File: config.mk
export PLATFORM = sky130hd
export DESIGN_NAME = asp_serial_port
export DESIGN_NICKNAME = d
export VERILOG_FILES = /design/src/asp_pkg.sv /design/src/asp_serial_port.sv /design/src/asp_reg_store.sv
export VERILOG_INCLUDE_DIRS = /design/src
export SDC_FILE = /design/constraint.sdc
export NUM_CORES = 1
export LEC_CHECK = 0
export BUFFER_PORTS_ARGS = -buffer_cell sky130_fd_sc_hd__clkbuf_2
export CORE_MARGIN = 10
export CORE_UTILIZATION = 30
export CTS_CLUSTER_SIZE = 28
export DETAILED_ROUTE_END_ITERATION = 12
export PLACE_DENSITY_LB_ADDON = 0.05
export SYNTH_ARGS = -nofsm -noshare
export SYNTH_HDL_FRONTEND = slang
export SYNTH_SLANG_ARGS = --single-unit
File: constraint.sdc
create_clock -name clk_i -period 6.35 [get_ports clk_i]
set_clock_uncertainty 0.15 [all_clocks]
set_input_delay 0.3175 -clock clk_i [delete_from_list [all_inputs] [get_ports clk_i]]
set_output_delay 0.3175 -clock clk_i [all_outputs]
set_load 0.01 [all_outputs]
File: src/asp_params.svh
`ifndef ASP_PARAMS_SVH
`define ASP_PARAMS_SVH
// What this block does
// Output shift register, loaded from any register, shifts out on dout.
// Dout is driven low as data ready once a conversion completes.
// Unread result: data ready returns high before the next update.
// Output bits change on falling sclk; host samples on next rising.
// Bits on the serial input fill an input shift register.
// Assembled input word goes to the register the last command selected, if that register is writable.
// Host may use the falling data-ready edge as a result interrupt.
// Each transaction opens with a command byte, then one access.
// Thirty-two or more ones on the input reset the port, all but the held conversion result.
// Host holds select low to address us; select may be tied low.
// Words travel MSB first; comm_first_bit leads the command byte.

// ************************************************************
// Command byte fields
// ************************************************************
`define ASP_CMD_LAST 5'd7
`define ASP_CB_WEN 7
`define ASP_CB_RW 6
`define ASP_CB_RS_HI 5
`define ASP_CB_RS_LO 3

// ************************************************************
// Register indices and lengths in bits
// ************************************************************
`define ASP_RS_STATUS 3'd0
`define ASP_RS_MODE 3'd1
`define ASP_RS_CONFIG 3'd2
`define ASP_RS_DATA 3'd3
`define ASP_RS_ID 3'd4
`define ASP_RS_OFFSET 3'd6
`define ASP_RS_FSCALE 3'd7
`define ASP_LEN_BYTE 5'd8
`define ASP_LEN_HALF 5'd16
`define ASP_LEN_WORD 5'd24
`define ASP_WORD_W 24
`define ASP_REG_DEFAULT 24'h00_0000
`define ASP_ID_DEFAULT 8'h5a

// ************************************************************
// Interface reset
// ************************************************************
`define ASP_RESET_ONES 32
`endif

File: src/asp_pkg.sv
`include "asp_params.svh"
package asp_pkg;
    typedef enum logic [2:0] {
        ASP_CMD = 3'b001,
        ASP_WR = 3'b010,
        ASP_RD = 3'b100
    } asp_state_e;

    function automatic logic [4:0] asp_reg_len(input logic [2:0] rs);
        case (rs)
            `ASP_RS_MODE, `ASP_RS_CONFIG: asp_reg_len = `ASP_LEN_HALF;
            `ASP_RS_DATA, `ASP_RS_OFFSET,
            `ASP_RS_FSCALE: asp_reg_len = `ASP_LEN_WORD;
            default: asp_reg_len = `ASP_LEN_BYTE;
        endcase
    endfunction

    function automatic logic asp_writable(input logic [2:0] rs);
        asp_writable = (rs == `ASP_RS_MODE) || (rs == `ASP_RS_CONFIG) ||
            (rs == `ASP_RS_OFFSET) || (rs == `ASP_RS_FSCALE);
    endfunction
endpackage

File: src/asp_serial_port.sv
`timescale 1ns/10ps
`include "asp_params.svh"
module asp_serial_port import asp_pkg::*; #(
    parameter int RESET_ONES = `ASP_RESET_ONES,
    // Identification value is arbitrary.
    parameter logic [7:0] ID_CODE = `ASP_ID_DEFAULT
) (
    input wire logic clk_i,
    input wire logic reset_n_i,
    input wire logic ce_i,
    input wire logic sclk_i,
    input wire logic cs_n_i,
    input wire logic din_i,
    input wire logic conv_done_i,
    input wire logic [23:0] conv_data_i,
    input wire logic upd_warn_i,
    output logic dout_o,
    output logic dout_oe_n_o,
    output logic [15:0] mode_o,
    output logic [15:0] config_o,
    output logic soft_reset_o
);
    // ************************************************************
    // Reset release and pin synchronisers
    // ************************************************************
    logic rst_s1_reg, rst_n;
    logic sclk_s1_reg, sclk_s2_reg, sclk_s3_reg;
    logic cs_s1_reg, cs_s2_reg, din_s1_reg, din_s2_reg;

    always_ff @(posedge clk_i or negedge reset_n_i) begin
        if (!reset_n_i) begin
            rst_s1_reg <= 1'b0;
            rst_n <= 1'b0;
        end else begin
            rst_s1_reg <= 1'b1;
            rst_n <= rst_s1_reg;
        end
    end

    always_ff @(posedge clk_i or negedge rst_n) begin
        if (!rst_n) begin
            sclk_s1_reg <= 1'b1;
            sclk_s2_reg <= 1'b1;
            sclk_s3_reg <= 1'b1;
            cs_s1_reg <= 1'b1;
            cs_s2_reg <= 1'b1;
            din_s1_reg <= 1'b0;
            din_s2_reg <= 1'b0;
        end else if (ce_i) begin
            sclk_s1_reg <= sclk_i;
            sclk_s2_reg <= sclk_s1_reg;
            sclk_s3_reg <= sclk_s2_reg;
            cs_s1_reg <= cs_n_i;
            cs_s2_reg <= cs_s1_reg;
            din_s1_reg <= din_i;
            din_s2_reg <= din_s1_reg;
        end
    end

    logic rise, fall, sel;
    assign rise = sclk_s2_reg & ~sclk_s3_reg;
    assign fall = ~sclk_s2_reg & sclk_s3_reg;
    assign sel = ~cs_s2_reg;

    // ************************************************************
    // Interface reset by a run of ones
    // ************************************************************
    // Counting only while selected also covers select tied low.
    logic [5:0] ones_reg;
    logic soft_rst;
    assign soft_rst = rise && sel && din_s2_reg &&
        (ones_reg == 6'(RESET_ONES - 1));

    always_ff @(posedge clk_i or negedge rst_n) begin
        if (!rst_n) begin
            ones_reg <= '0;
        end else if (ce_i && rise && sel) begin
            if (!din_s2_reg) begin
                ones_reg <= '0;
            end else if (ones_reg != 6'(RESET_ONES - 1)) begin
                ones_reg <= ones_reg + 6'd1;
            end
        end
    end

    // ************************************************************
    // Transaction sequencer
    // ************************************************************
    asp_state_e state_reg;
    logic [4:0] bitcnt_reg;
    logic [23:0] rx_reg;
    logic [2:0] rs_reg;
    logic [7:0] cmd_byte;
    logic [23:0] in_word;
    logic [4:0] last_bit;
    logic word_end, cmd_end, rd_req, wr_req;

    assign cmd_byte = {rx_reg[6:0], din_s2_reg};
    assign in_word = {rx_reg[22:0], din_s2_reg};
    assign last_bit = (state_reg == ASP_CMD) ? `ASP_CMD_LAST :
        asp_reg_len(rs_reg) - 5'd1;
    assign word_end = rise && sel && !soft_rst && (bitcnt_reg == last_bit);
    assign cmd_end = word_end && (state_reg == ASP_CMD) &&
        !cmd_byte[`ASP_CB_WEN];
    assign rd_req = cmd_end && cmd_byte[`ASP_CB_RW];
    assign wr_req = word_end && (state_reg == ASP_WR) &&
        asp_writable(rs_reg);

    always_ff @(posedge clk_i or negedge rst_n) begin
        if (!rst_n) begin
            state_reg <= ASP_CMD;
            bitcnt_reg <= '0;
            rs_reg <= '0;
        end else if (ce_i) begin
            if (soft_rst || !sel) begin
                // Deselect drops a partial word; no half write is kept.
                state_reg <= ASP_CMD;
                bitcnt_reg <= '0;
            end else if (rise) begin
                bitcnt_reg <= word_end ? 5'd0 : bitcnt_reg + 5'd1;
                if (cmd_end) begin
                    rs_reg <= cmd_byte[`ASP_CB_RS_HI:`ASP_CB_RS_LO];
                    state_reg <= cmd_byte[`ASP_CB_RW] ? ASP_RD : ASP_WR;
                end else if (word_end) begin
                    state_reg <= ASP_CMD;
                end
            end
        end
    end

    always_ff @(posedge clk_i or negedge rst_n) begin
        if (!rst_n) begin
            rx_reg <= '0;
        end else if (ce_i && rise && sel) begin
            rx_reg <= in_word;
        end
    end

    // ************************************************************
    // Register writes
    // ************************************************************
    logic wr_en_reg;
    logic [2:0] wr_addr_reg;
    logic [23:0] wr_data_reg;
    logic [7:0] valid_reg;
    logic [15:0] mode_reg, config_reg;
    logic soft_rst_reg;

    always_ff @(posedge clk_i or negedge rst_n) begin
        if (!rst_n) begin
            wr_en_reg <= 1'b0;
            wr_addr_reg <= '0;
            wr_data_reg <= '0;
            valid_reg <= '0;
            mode_reg <= '0;
            config_reg <= '0;
            soft_rst_reg <= 1'b0;
        end else if (ce_i) begin
            wr_en_reg <= wr_req;
            soft_rst_reg <= soft_rst;
            if (wr_req) begin
                wr_addr_reg <= rs_reg;
                wr_data_reg <= in_word;
                valid_reg[rs_reg] <= 1'b1;
                if (rs_reg == `ASP_RS_MODE) begin
                    mode_reg <= in_word[15:0];
                end
                if (rs_reg == `ASP_RS_CONFIG) begin
                    config_reg <= in_word[15:0];
                end
            end
            if (soft_rst) begin
                valid_reg <= '0;
                mode_reg <= '0;
                config_reg <= '0;
            end
        end
    end

    logic [23:0] mem_q;
    logic [2:0] rd_rs;
    assign rd_rs = cmd_byte[`ASP_CB_RS_HI:`ASP_CB_RS_LO];

    asp_reg_store #(
        .AW(3),
        .DW(24)
    ) u_store (
        .clk_i(clk_i),
        .rst_n_i(rst_n),
        .ce_i(ce_i),
        .wr_en_i(wr_en_reg),
        .wr_addr_i(wr_addr_reg),
        .wr_data_i(wr_data_reg),
        .rd_en_i(rd_req),
        .rd_addr_i(rd_rs),
        .rd_data_o(mem_q)
    );

    // ************************************************************
    // Conversion result and data ready
    // ************************************************************
    logic rdy_n_reg;
    logic [23:0] data_reg;
    logic data_read_done;
    assign data_read_done = word_end && (state_reg == ASP_RD) &&
        (rs_reg == `ASP_RS_DATA);

    always_ff @(posedge clk_i or negedge rst_n) begin
        if (!rst_n) begin
            rdy_n_reg <= 1'b1;
            data_reg <= '0;
        end else if (ce_i) begin
            if (conv_done_i) begin
                // A new result beats a clear landing in the same cycle.
                rdy_n_reg <= 1'b0;
                data_reg <= conv_data_i;
            end else if (upd_warn_i || data_read_done || soft_rst) begin
                rdy_n_reg <= 1'b1;
            end
        end
    end

    // ************************************************************
    // Output shift register and pin
    // ************************************************************
    logic load_pend_reg;
    logic [23:0] tx_reg, rd_word;
    logic dout_reg, oe_n_reg;

    always_comb begin
        unique case (rs_reg)
            `ASP_RS_STATUS: rd_word = {16'h0000, rdy_n_reg, 7'h00};
            `ASP_RS_DATA: rd_word = data_reg;
            `ASP_RS_ID: rd_word = {16'h0000, ID_CODE};
            default: rd_word = valid_reg[rs_reg] ? mem_q : `ASP_REG_DEFAULT;
        endcase
    end

    always_ff @(posedge clk_i or negedge rst_n) begin
        if (!rst_n) begin
            load_pend_reg <= 1'b0;
            tx_reg <= '0;
            dout_reg <= 1'b1;
            oe_n_reg <= 1'b1;
        end else if (ce_i) begin
            load_pend_reg <= rd_req;
            oe_n_reg <= cs_s2_reg;
            if (load_pend_reg) begin
                // Left-align so every length leaves MSB first.
                tx_reg <= rd_word << (`ASP_LEN_WORD - asp_reg_len(rs_reg));
            end else if (state_reg == ASP_RD && fall) begin
                tx_reg <= {tx_reg[22:0], 1'b0};
            end
            if (state_reg != ASP_RD) begin
                dout_reg <= rdy_n_reg;
            end else if (fall) begin
                dout_reg <= tx_reg[23];
            end
        end
    end

    assign dout_o = dout_reg;
    assign dout_oe_n_o = oe_n_reg;
    assign mode_o = mode_reg;
    assign config_o = config_reg;
    assign soft_reset_o = soft_rst_reg;
endmodule

File: src/asp_reg_store.sv
`timescale 1ns/10ps
module asp_reg_store #(
    parameter int AW = 3,
    parameter int DW = 24
) (
    input wire logic clk_i,
    input wire logic rst_n_i,
    input wire logic ce_i,
    input wire logic wr_en_i,
    input wire logic [AW-1:0] wr_addr_i,
    input wire logic [DW-1:0] wr_data_i,
    input wire logic rd_en_i,
    input wire logic [AW-1:0] rd_addr_i,
    output logic [DW-1:0] rd_data_o
);
    // The array has no reset; the port tracks which words hold real data.
    logic [DW-1:0] mem [0:(1<<AW)-1];

    always_ff @(posedge clk_i) begin
        if (ce_i && wr_en_i) begin
            mem[wr_addr_i] <= wr_data_i;
        end
    end

    always_ff @(posedge clk_i or negedge rst_n_i) begin
        if (!rst_n_i) begin
            rd_data_o <= '0;
        end else if (ce_i && rd_en_i) begin
            rd_data_o <= mem[rd_addr_i];
        end
    end
endmodule

==> impl_results.md, run 1 <==
- Clock Tree Buf Depth: 3
- Final-report hold violation count: 0
- Layout area overhead: 17.94%
- Peak supply drop: a little under 0.2 mV
- Row count: 84
- DR vias/cell: about 4.9
- First-pass GRT wire length: 65610 um
- Overflow after GRT: 0
- DR vias: between 9k and 10k
- Max reg flops: 192
- Final worst-path cycle share: 61.98%
- Total Wirelength: 43140 um
- TritonRoute pass-1 iters: 4
- Distinct cells, synth: 70
- FF+latch area: 0.01064 mm2
- Post-CTS Resized: 0
- Initial core utilization: 30.39%
- Gr usage total: between 10 and 15%
- Leading cell type in the layout, fill and taps excluded: edfxtp_1
- Remaining antenna violation count after routing: 0
- CTS tree: done
- Setup TNS: 0 ns
- Boundary pin count: 67
- Post-CTS setup buffers: 0
- Max-cap viol count: 0
- H-tree levels: 2
- Diode count: 0
- Die width: between 200 and 300 um
- Top achievable clock speed: around 0.25 GHz
- Fin area: 0.01891 mm2
- Most frequent cells in the layout: 192 x edfxtp_1, 182 x dfrtp_1, 109 x nand2_1, 100 x mux2_2, 66 x clkbuf_2
- Fin util: around 36%
- Layout cells sized above 1: 27.48%
- Crit path DAT: 4.24 ns
- Seq/Total Area, Yosys: about two thirds
- Worst Hold Class: input port to flop
- Clock root buffer master: clkbuf_16
- DP HPWL: between 20000 and 30000 um
- Die Ht: 251.2 um
- Initial antenna violation count: 0
- Mapped Area: roughly 0.016 mm2
- RSZ-0062 raised after global routing: false
- Filler instances: just over 5k
- Endpoint class of the critical path: flop
- WP data required: 6.66 ns
- Worst-skew pair later-pin latency: ~0.57 ns
- Core Box Area: 0.05276 mm2
- Rel. slew slack: 13.02%
- CTS buffer count: 45
- Post-Syn Nets: 1096
- Wire per inst: 22.84 um
- Vias in the first global route: 9743
- Post-placement cell area: 0.01713 mm2
- Setup CP Type: flop to flop
- R2R setup slack: between 2 and 2.5 ns
- Largest net degree at the start of global routing: 154
- P_leak: 0.007405 uW
- Final min period: 3.935 ns
- Ys async rst share: 50.26%
- Setup Viol. Count Final: 0
- Port Buffers: 66
- Clock transition at path regs: 0.06 ns
- Mapped Cells: 1062
- Layout Nets: 1199
- Clk sinks: 386
- Routability cong.: between 0.7 and 0.8
- DRC: 0
- Crit Path Max Fanout: 24
- Pwr dens: 328.5 mW/mm2
- Drt first-iter violations: about 640
- Syn avg cell area: 15.10 um2
- Kind of start point of the critical path: flop
- Pins Over Slew Limit: 0
- Synth warn: 0
- Synth Register Bits: 386
- Largest Register: u_store.mem
- Die area: ~0.063 mm2
- Number of synthesized flops with an enable pin: around 190
- Area of the multi-input gates: just over 0.005 mm2
- Status: complete, no violations
- Worst slew pin tran: 1.287 ns
- Post-synth top flop: edfxtp_1
-- final cells by class --
type	count	share of cell area (%)
clock buffers	72	7.192
clock inverters	11	0.7014
inverters	24	0.4764
multi-input cells	595	26.75
flip-flops and latches	386	56.27
well taps	688	4.552
repair buffers	113	4.063
-- final timing paths --
| kind | start | endpoint | depth (start not counted) |
|---|---|---|---|
| max reg2reg | rs_reg[0]$_DFFE_PN0P_ | wr_data_reg[14]$_DFFE_PN0P_ | 6 |
| min reg2reg | rst_n$_DFF_PN0_ | config_o[12]$_DFFE_PN0P_ | 0 |
| min in group asynchronous | rst_n$_DFF_PN0_ | config_o[12]$_DFFE_PN0P_ | 0 |
| max | rs_reg[0]$_DFFE_PN0P_ | wr_data_reg[14]$_DFFE_PN0P_ | 6 |
| max in group asynchronous | rst_n$_DFF_PN0_ | u_store.rd_data_o[5]$_DFFE_PN0P_ | 1 |
| min | upd_warn_i | rdy_n_reg$_DFFE_PN1P_ | 4 |
-- Yosys cell counts, types with 8 or more instances --
| master | n | area, um2 |
|---|---|---|
| mux2i_1 | 38 | 380.4 |
| inv_1 | 21 | 78.83 |
| nor2b_1 | 8 | 50.05 |
| a22oi_1 | 13 | 97.59 |
| nor2_1 | 30 | 112.6 |
| nand2_1 | 110 | 412.9 |
| clkbuf_1 | 30 | 112.6 |
| mux4_2 | 48 | 1081 |
| nand3_1 | 11 | 55.05 |
| edfxtp_1 | 192 | 5766 |
| nand2b_1 | 8 | 50.05 |
| o21ai_0 | 42 | 210.2 |
| a21oi_1 | 20 | 100.1 |
| dfstp_2 | 9 | 236.5 |
| o22ai_1 | 15 | 93.84 |
| a221o_1 | 8 | 80.08 |
| nor3_1 | 16 | 80.08 |
| buf_2 | 14 | 70.07 |
| mux2_2 | 100 | 1126 |
| dfrtp_1 | 185 | 4629 |
| mux2_1 | 13 | 146.4 |
-- cell families after synthesis --
| logic type | share of synthesized area [%] |
|---|---|
| muxes | 17.05 |
| buffers and inverters | 2.318 |
| xor gates and xnor gates | 0.2654 |
| other | 0.02339 |
| and+or+nand+nor | 6.446 |
| DFF | 66.31 |
| AOI/OAI and AO/OA | 7.429 |
| adders and majority gates | 0.1561 |
-- what timing repair did --
item                                   4_1_cts  5_1_grt
endpoints found under the hold margin       29        0
setup endpoints to repair                    0        0
hold buffers                                29        0
-- report_power, final --
group	switching [uW]	internal [uW]	leakage (uW)	total, uW
registers	154	2730	0.00421	2880
clock network	1050	1550	0.000731	2600
logic	415	314	0.00246	729
total	1610	4600	0.00741	6210
-- routing by layer --
metal | GRT usage (%) | vias to the layer above | share of wire, %
met5 | 0 | - | 0
met4 | 4.155 | 0 | 2.0
met3 | 2.239 | 56 | 3.4
met2 | 21.91 | 157 | 47
met1 | 18.99 | 4835 | 48
li1 | - | 4247 | -
-- metrics by stage --
step           std cells  worst slack, ns  total power (uW)  hold slack (ns)
2_1_floorplan       1062           0.4095              3378          -0.1281
3_3_place_gp        1777            2.512              3690         -0.04531
3_5_place_dp        1777            2.357              3686         -0.04490
4_1_cts             1889            2.366              6342          0.01554
5_1_grt             1889            2.130              6511          0.04430
6_report            1889            2.415              6212          0.04573
-- critical path, cell delays in order (launching register included) --
cell and delay [ns]:
dfrtp_1 0.87, o21ai_1 0.29, o21a_1 0.27, nor4_4 0.55, and4_1 0.88, buf_4 0.41, mux2_2 0.37
Power figures use the tool's default switching activity.
==> inputs of run 2 (changes only) <==
==> constraint.sdc (replaced) <==
create_clock -name clk_i -period 3.35 [get_ports clk_i]
set_clock_uncertainty 0.15 [all_clocks]
set_input_delay 0.1675 -clock clk_i [delete_from_list [all_inputs] [get_ports clk_i]]
set_output_delay 0.1675 -clock clk_i [all_outputs]
set_load 0.01 [all_outputs]
==> run 2 against run 1 <==
Net effect: sequential power is 91% higher; clock-buffer cell count is 12 lower; core utilization is 0.64 points higher; sequential share of layout area is 0.99 points lower; fmax is 39% higher; worst hold slack better by 0.033 ns; final cell count is 1.6% higher; critical endpoint is now u_store.rd_data_o[5]$_DFFE_PN0P_; largest cell class unchanged; largest power group unchanged; highest routed layer unchanged.
==> impl_results.md, run 2 (same netlist as run 1, synthesis figures left out) <==
- Status: complete, no violations
- Die width: 251.2 um
- P_leak: approximately 0.0075 uW
- Reg power frac: between 40% and 50%
- TritonRoute pass-1 iters: 5
- Row count: 84
- Clock root buffer master: clkbuf_16
- PnR worst setup slack: 0.5230 ns
- DR vias: 9455
- Die Ht: 251.2 um
- Slowest-stage cell, CP: nand3_2
- CTS tree: done
- Vias in the first global route: between 9k and 10k
- Kind of start point of the critical path: flop
- Crit Path Max Fanout: 25
- Drt first-iter violations: roughly 560
- Die area: ~0.063 mm2
- Clk sinks: between 300 and 400
- Pins Over Slew Limit: 0
- Sw Ratio: about a quarter
- Max reg flops: 192
- Pwr dens: 620.6 mW/mm2
- Routability cong.: 0.7602
- Area of the multi-input gates: 0.005067 mm2
- Rel. slew slack: 47.23%
- First-pass GRT wire length: 67050 um
- Worst-skew pair later-pin latency: about 0.58 ns
- Crit path DAT: roughly 3.1 ns
- Remaining antenna violation count after routing: 0
- FF+latch area: approximately 0.011 mm2
- Setup TNS: 0 ns
- Largest Register: u_store.mem
- Top achievable clock speed: 0.3537 GHz
- Most frequent cells in the layout: 192 x edfxtp_1, 182 x dfrtp_1, 110 x nand2_1, 100 x mux2_2, 66 x clkbuf_2
- Gr usage total: between 10% and 20%
- Wire per inst: 22.80 um
- Port Buffers: 66
- PnR Total Power: 11950 uW
- Post-CTS Resized: 0
- Setup CP Type: flop to flop
- CP bufs+invs: 0
- Worst path top cell family by delay: simple AND/OR/NAND/NOR gates
- Worst path max stage delay: 0.63 ns
- Peak supply drop: ~0.37 mV
- Initial antenna violation count: 0
- Core Box Area: 0.05276 mm2
- Boundary pin count: 67
- Largest net degree at the start of global routing: ~70
- WP data required: ~3.6 ns
- Worst slew pin tran: 0.7904 ns
- Worst Hold Class: input port to flop
- Clock transition at path regs: 0.06 ns
- Layout Nets: 1229
- Net Sw Power: roughly 3100 uW
- DRC: 0
- Filler instances: between 5k and 6k
- Setup Viol. Count Final: 0
- Leading cell type in the layout, fill and taps excluded: edfxtp_1
- Initial core utilization: 30.39%
- H-tree levels: 2
- Layout cells sized above 1: between 20% and 30%
- Place WS: about 0.5 ns
- DR vias/cell: 4.924
- Worst hold slack: between 0.07 and 0.08 ns
- Endpoint class of the critical path: flop
- Final-report hold violation count: 0
- Total Wirelength: 43770 um
- Combinational share of power: 11.2%
- Fin util: 36.48%
- DP HPWL: 28270 um
- RSZ-0062 raised after global routing: false
- Overflow after GRT: 0
- Max-cap viol count: 0
- CP Cell Sequence: nor3b_2 -> a211oi_2 -> xnor2_2 -> nand3_2 -> mux2_2
- Clock power frac: 42.7%
- Diode count: 0
- Layout area overhead: 20.06%
- Pint: 8875 uW
- Clock Tree Buf Depth: 3
- Final worst-path cycle share: between 80% and 90%
- CTS buffer count: 45
- Final min period: 2.827 ns
## run 2: cell types whose count changed in the layout (fill, tap and decap cells not counted), moves of 4 or more
cell       delta
clkbuf_8      -5
clkinv_2      +5
bufinv_16     +4
clkbuf_1      -6
buf_12        +4
buf_4        +24
## run 2: area by class of cell
type / count / share of cell area, %
sequential: 386 / 55.28
tap: 688 / 4.472
timing repair buffer: 143 / 5.447
multi-input combinational: 595 / 26.33
clock inverter: 24 / 1.547
clock buffer: 60 / 6.461
inverter: 24 / 0.4680
## run 2: power by group through the flow
stage | registers (uW) | clock network [uW] | logic [uW]
final | 5510 | 5100 | 1340
after global routing | 5560 | 5490 | 1490
after CTS | 5530 | 5300 | 1400
after detailed placement | 5620 | 0 | 1360
after global placement | 5630 | 0 | 1360
after floorplan | 5410 | 0 | 958
## run 2: layer usage
layer	up-vias	global-route usage, %	wire, um
met5	-	0	0
met4	0	3.705	731
met3	46	2.208	1358
met2	159	22.36	20560
met1	4937	19.40	21120
li1	4313	-	-
## run 2: through the flow
stage          cell area, um2  cells
2_1_floorplan           16040   1062
3_3_place_gp            17400   1805
3_5_place_dp            17400   1805
4_1_cts                 19250   1920
5_1_grt                 19250   1920
6_report                19250   1920
## run 2: worst min-delay path, cell delays in order
cell and delay, ns:
clkbuf_2 0.08, nand2_1 0.04, buf_4 0.23, mux2_2 0.25
## run 2: path summary, 6_finish.rpt
check	end	cells after the start	start	slack [ns]
worst max-delay path	u_store.rd_data_o[5]$_DFFE_PN0P_	5	state_reg[0]$_DFFE_PN1P_	0.52
worst min-delay path	data_reg[4]$_DFFE_PN0P_	4	conv_done_i	0.08
worst max register to register	u_store.rd_data_o[5]$_DFFE_PN0P_	5	state_reg[0]$_DFFE_PN1P_	0.52
worst min register to register	mode_o[15]$_DFFE_PN0P_	0	rst_n$_DFF_PN0_	0.14
max in group asynchronous	rx_reg[20]$_DFFE_PN0P_	1	rst_n$_DFF_PN0_	2.07
min in group asynchronous	mode_o[15]$_DFFE_PN0P_	0	rst_n$_DFF_PN0_	0.14
## run 2: timing repair
item                                   in CTS  in global routing
hold buffers                               31                  0
endpoints found under the hold margin      30                  0
buffers inserted                            0                  0
==> inputs of run 3 (changes only) <==
==> constraint.sdc (replaced) <==
create_clock -name clk_i -period 2.6 [get_ports clk_i]
set_clock_uncertainty 0.15 [all_clocks]
set_input_delay 0.13 -clock clk_i [delete_from_list [all_inputs] [get_ports clk_i]]
set_output_delay 0.13 -clock clk_i [all_outputs]
set_load 0.01 [all_outputs]
==> run 3 against run 2 <==
Net effect: global-route usage is 0.16 points higher; die area unchanged; setup slack got worse by 0.40 ns; total power increased by 33%; flip-flop and latch count did not move; combinational power grew 49%; wire length up 1.8%; sequential power increased by 28%; first-iteration DRC count up 6.2%; sequential share of layout area fell by 1.6 points; final area is 3.1% higher; critical path type unchanged; critical endpoint is now wr_data_reg[16]$_DFFE_PN0P_.
==> impl_results.md, run 3 (same netlist as run 1, synthesis figures left out) <==
- Die area: ~0.063 mm2
- DR vias: 9543
- Initial antenna violation count: 1
- Layout cells sized above 1: 32.18%
- Setup TNS: 0 ns
- Peak supply drop: ~0.50 mV
- Worst Hold Class: input port to flop
- Fin util: 37.60%
- Clock Tree Buf Depth: 3
- Row count: 84
- Most frequent cells in the layout: 192 x edfxtp_1, 182 x dfrtp_1, 110 x nand2_1, 100 x mux2_2, 68 x buf_4
- Vias in the first global route: 10.31k
- Final worst-path cycle share: a little over nine tenths
- Clk sinks: 386
- Final min period: 2.480 ns
- CP Cell Sequence: buf_12 -> nand2b_1 -> a211oi_2 -> xnor2_2 -> and4_4 -> clkbuf_16 -> mux2_1
- WP data required: 2.90 ns
- Largest net degree at the start of global routing: 45
- Diode count: 0
- Boundary pin count: 67
- Worst slew pin tran: 0.7813 ns
- DR vias/cell: 4.864
- TritonRoute pass-1 iters: 5
- Layout Nets: 1272
- Clock transition at path regs: 0.06 ns
- CTS tree: done
- DP HPWL: 29460 um
- Worst path top cell family by delay: simple AND/OR/NAND/NOR gates
- Layout area overhead: 23.73%
- Drt first-iter violations: 599
- Overflow after GRT: 0
- Endpoint class of the critical path: flop
- Place WS: 0.02491 ns
- Slowest-stage cell, CP: dfrtp_1
- Pins Over Slew Limit: 0
- Largest Register: u_store.mem
- H-tree levels: 2
- Max-cap viol count: 0
- Routability cong.: 0.7869
- Wire per inst: 22.71 um
- P_leak: 0.007816 uW
- Core Box Area: approximately 0.053 mm2
- Total Wirelength: 44560 um
- DRC: 0
- Status: complete, no violations
- Leading cell type in the layout, fill and taps excluded: edfxtp_1
- Worst hold slack: 0.1836 ns
- CTS buffer count: 45
- CP bufs+invs: 2
- Clock root buffer master: clkbuf_16
- Initial core utilization: 30.39%
- Rel. slew slack: 47.37%
- Die Ht: 251.2 um
- Gr usage total: between 10% and 20%
- Crit path DAT: approximately 2.8 ns
- PnR Total Power: 15840 uW
- Port Buffers: 66
- Max reg flops: 192
- Setup CP Type: flop to flop
- Worst-skew pair later-pin latency: 0.57 ns
- Pwr dens: roughly 800 mW/mm2
- Final-report hold violation count: 0
- Kind of start point of the critical path: flop
- Die width: 251.2 um
- Worst path max stage delay: 0.40 ns
- Crit Path Max Fanout: 22
- Remaining antenna violation count after routing: 0
- Setup Viol. Count Final: 0
- First-pass GRT wire length: 67880 um
- Top achievable clock speed: 0.4032 GHz
- PnR worst setup slack: about 0.12 ns
run 3: path summary, 6_finish.rpt:
check,startpoint,end,slack [ns],depth (start not counted)
hold / removal,conv_data_i[5],data_reg[5]$_DFFE_PN0P_,0.18,3
min in group asynchronous,rst_n$_DFF_PN0_,rx_reg[7]$_DFFE_PN0P_,0.23,0
max in group asynchronous,rst_n$_DFF_PN0_,dout_o$_DFFE_PN1P_,1.32,1
setup reg to reg,rs_reg[0]$_DFFE_PN0P_,wr_data_reg[16]$_DFFE_PN0P_,0.12,7
hold reg to reg,rst_s1_reg$_DFF_PN0_,rst_n$_DFF_PN0_,0.22,0
setup / recovery,rs_reg[0]$_DFFE_PN0P_,wr_data_reg[16]$_DFFE_PN0P_,0.12,7
run 3: where the power goes:
group | leakage (uW) | internal, uW | switching [uW] | total, uW
registers | 0.00415 | 6670 | 366 | 7030
logic | 0.00288 | 973 | 1030 | 2000
clock network | 0.000793 | 4250 | 2560 | 6810
total | 0.00782 | 11900 | 3960 | 15800
run 3: stage by stage:
| step | cells | area (um2) |
|---|---|---|
| 2_1_floorplan | 1062 | 16050 |
| 3_3_place_gp | 1844 | 17830 |
| 3_5_place_dp | 1844 | 17830 |
| 4_1_cts | 1960 | 19760 |
| 5_1_grt | 1962 | 19840 |
| 6_report | 1962 | 19840 |
run 3: area by class of cell:
| cell class | count | area [um2] |
|---|---|---|
| multi-input cells | 595 | 5087 |
| flip-flops and latches | 386 | 10640 |
| well taps | 688 | 860.8 |
| fillers | 5081 | 32920 |
| repair buffers | 186 | 1553 |
| clock inverters | 21 | 325.3 |
| clock buffers | 62 | 1281 |
| inverters | 24 | 90.09 |
run 3: worst min-delay path, delay by kind of cell:
family,cells,cell delay (ns)
multiplexers,1,0.12
buffers and inverters,2,0.61
run 3: timing repair:
item | 4_1_cts | 5_1_grt
gates resized for setup | 0 | 7
hold buffers | 33 | 0
setup buffers | 0 | 0
endpoints found under the hold margin | 31 | 0
endpoints found under the setup margin | 0 | 51
run 3: metal layers:
metal	GRT usage, %	vias to the layer above	part of all wire (%)
met5	0	-	0
met4	4.051	0	1.9
met3	2.414	56	3.7
met2	22.98	163	48
met1	19.08	4924	47
li1	-	4400	-
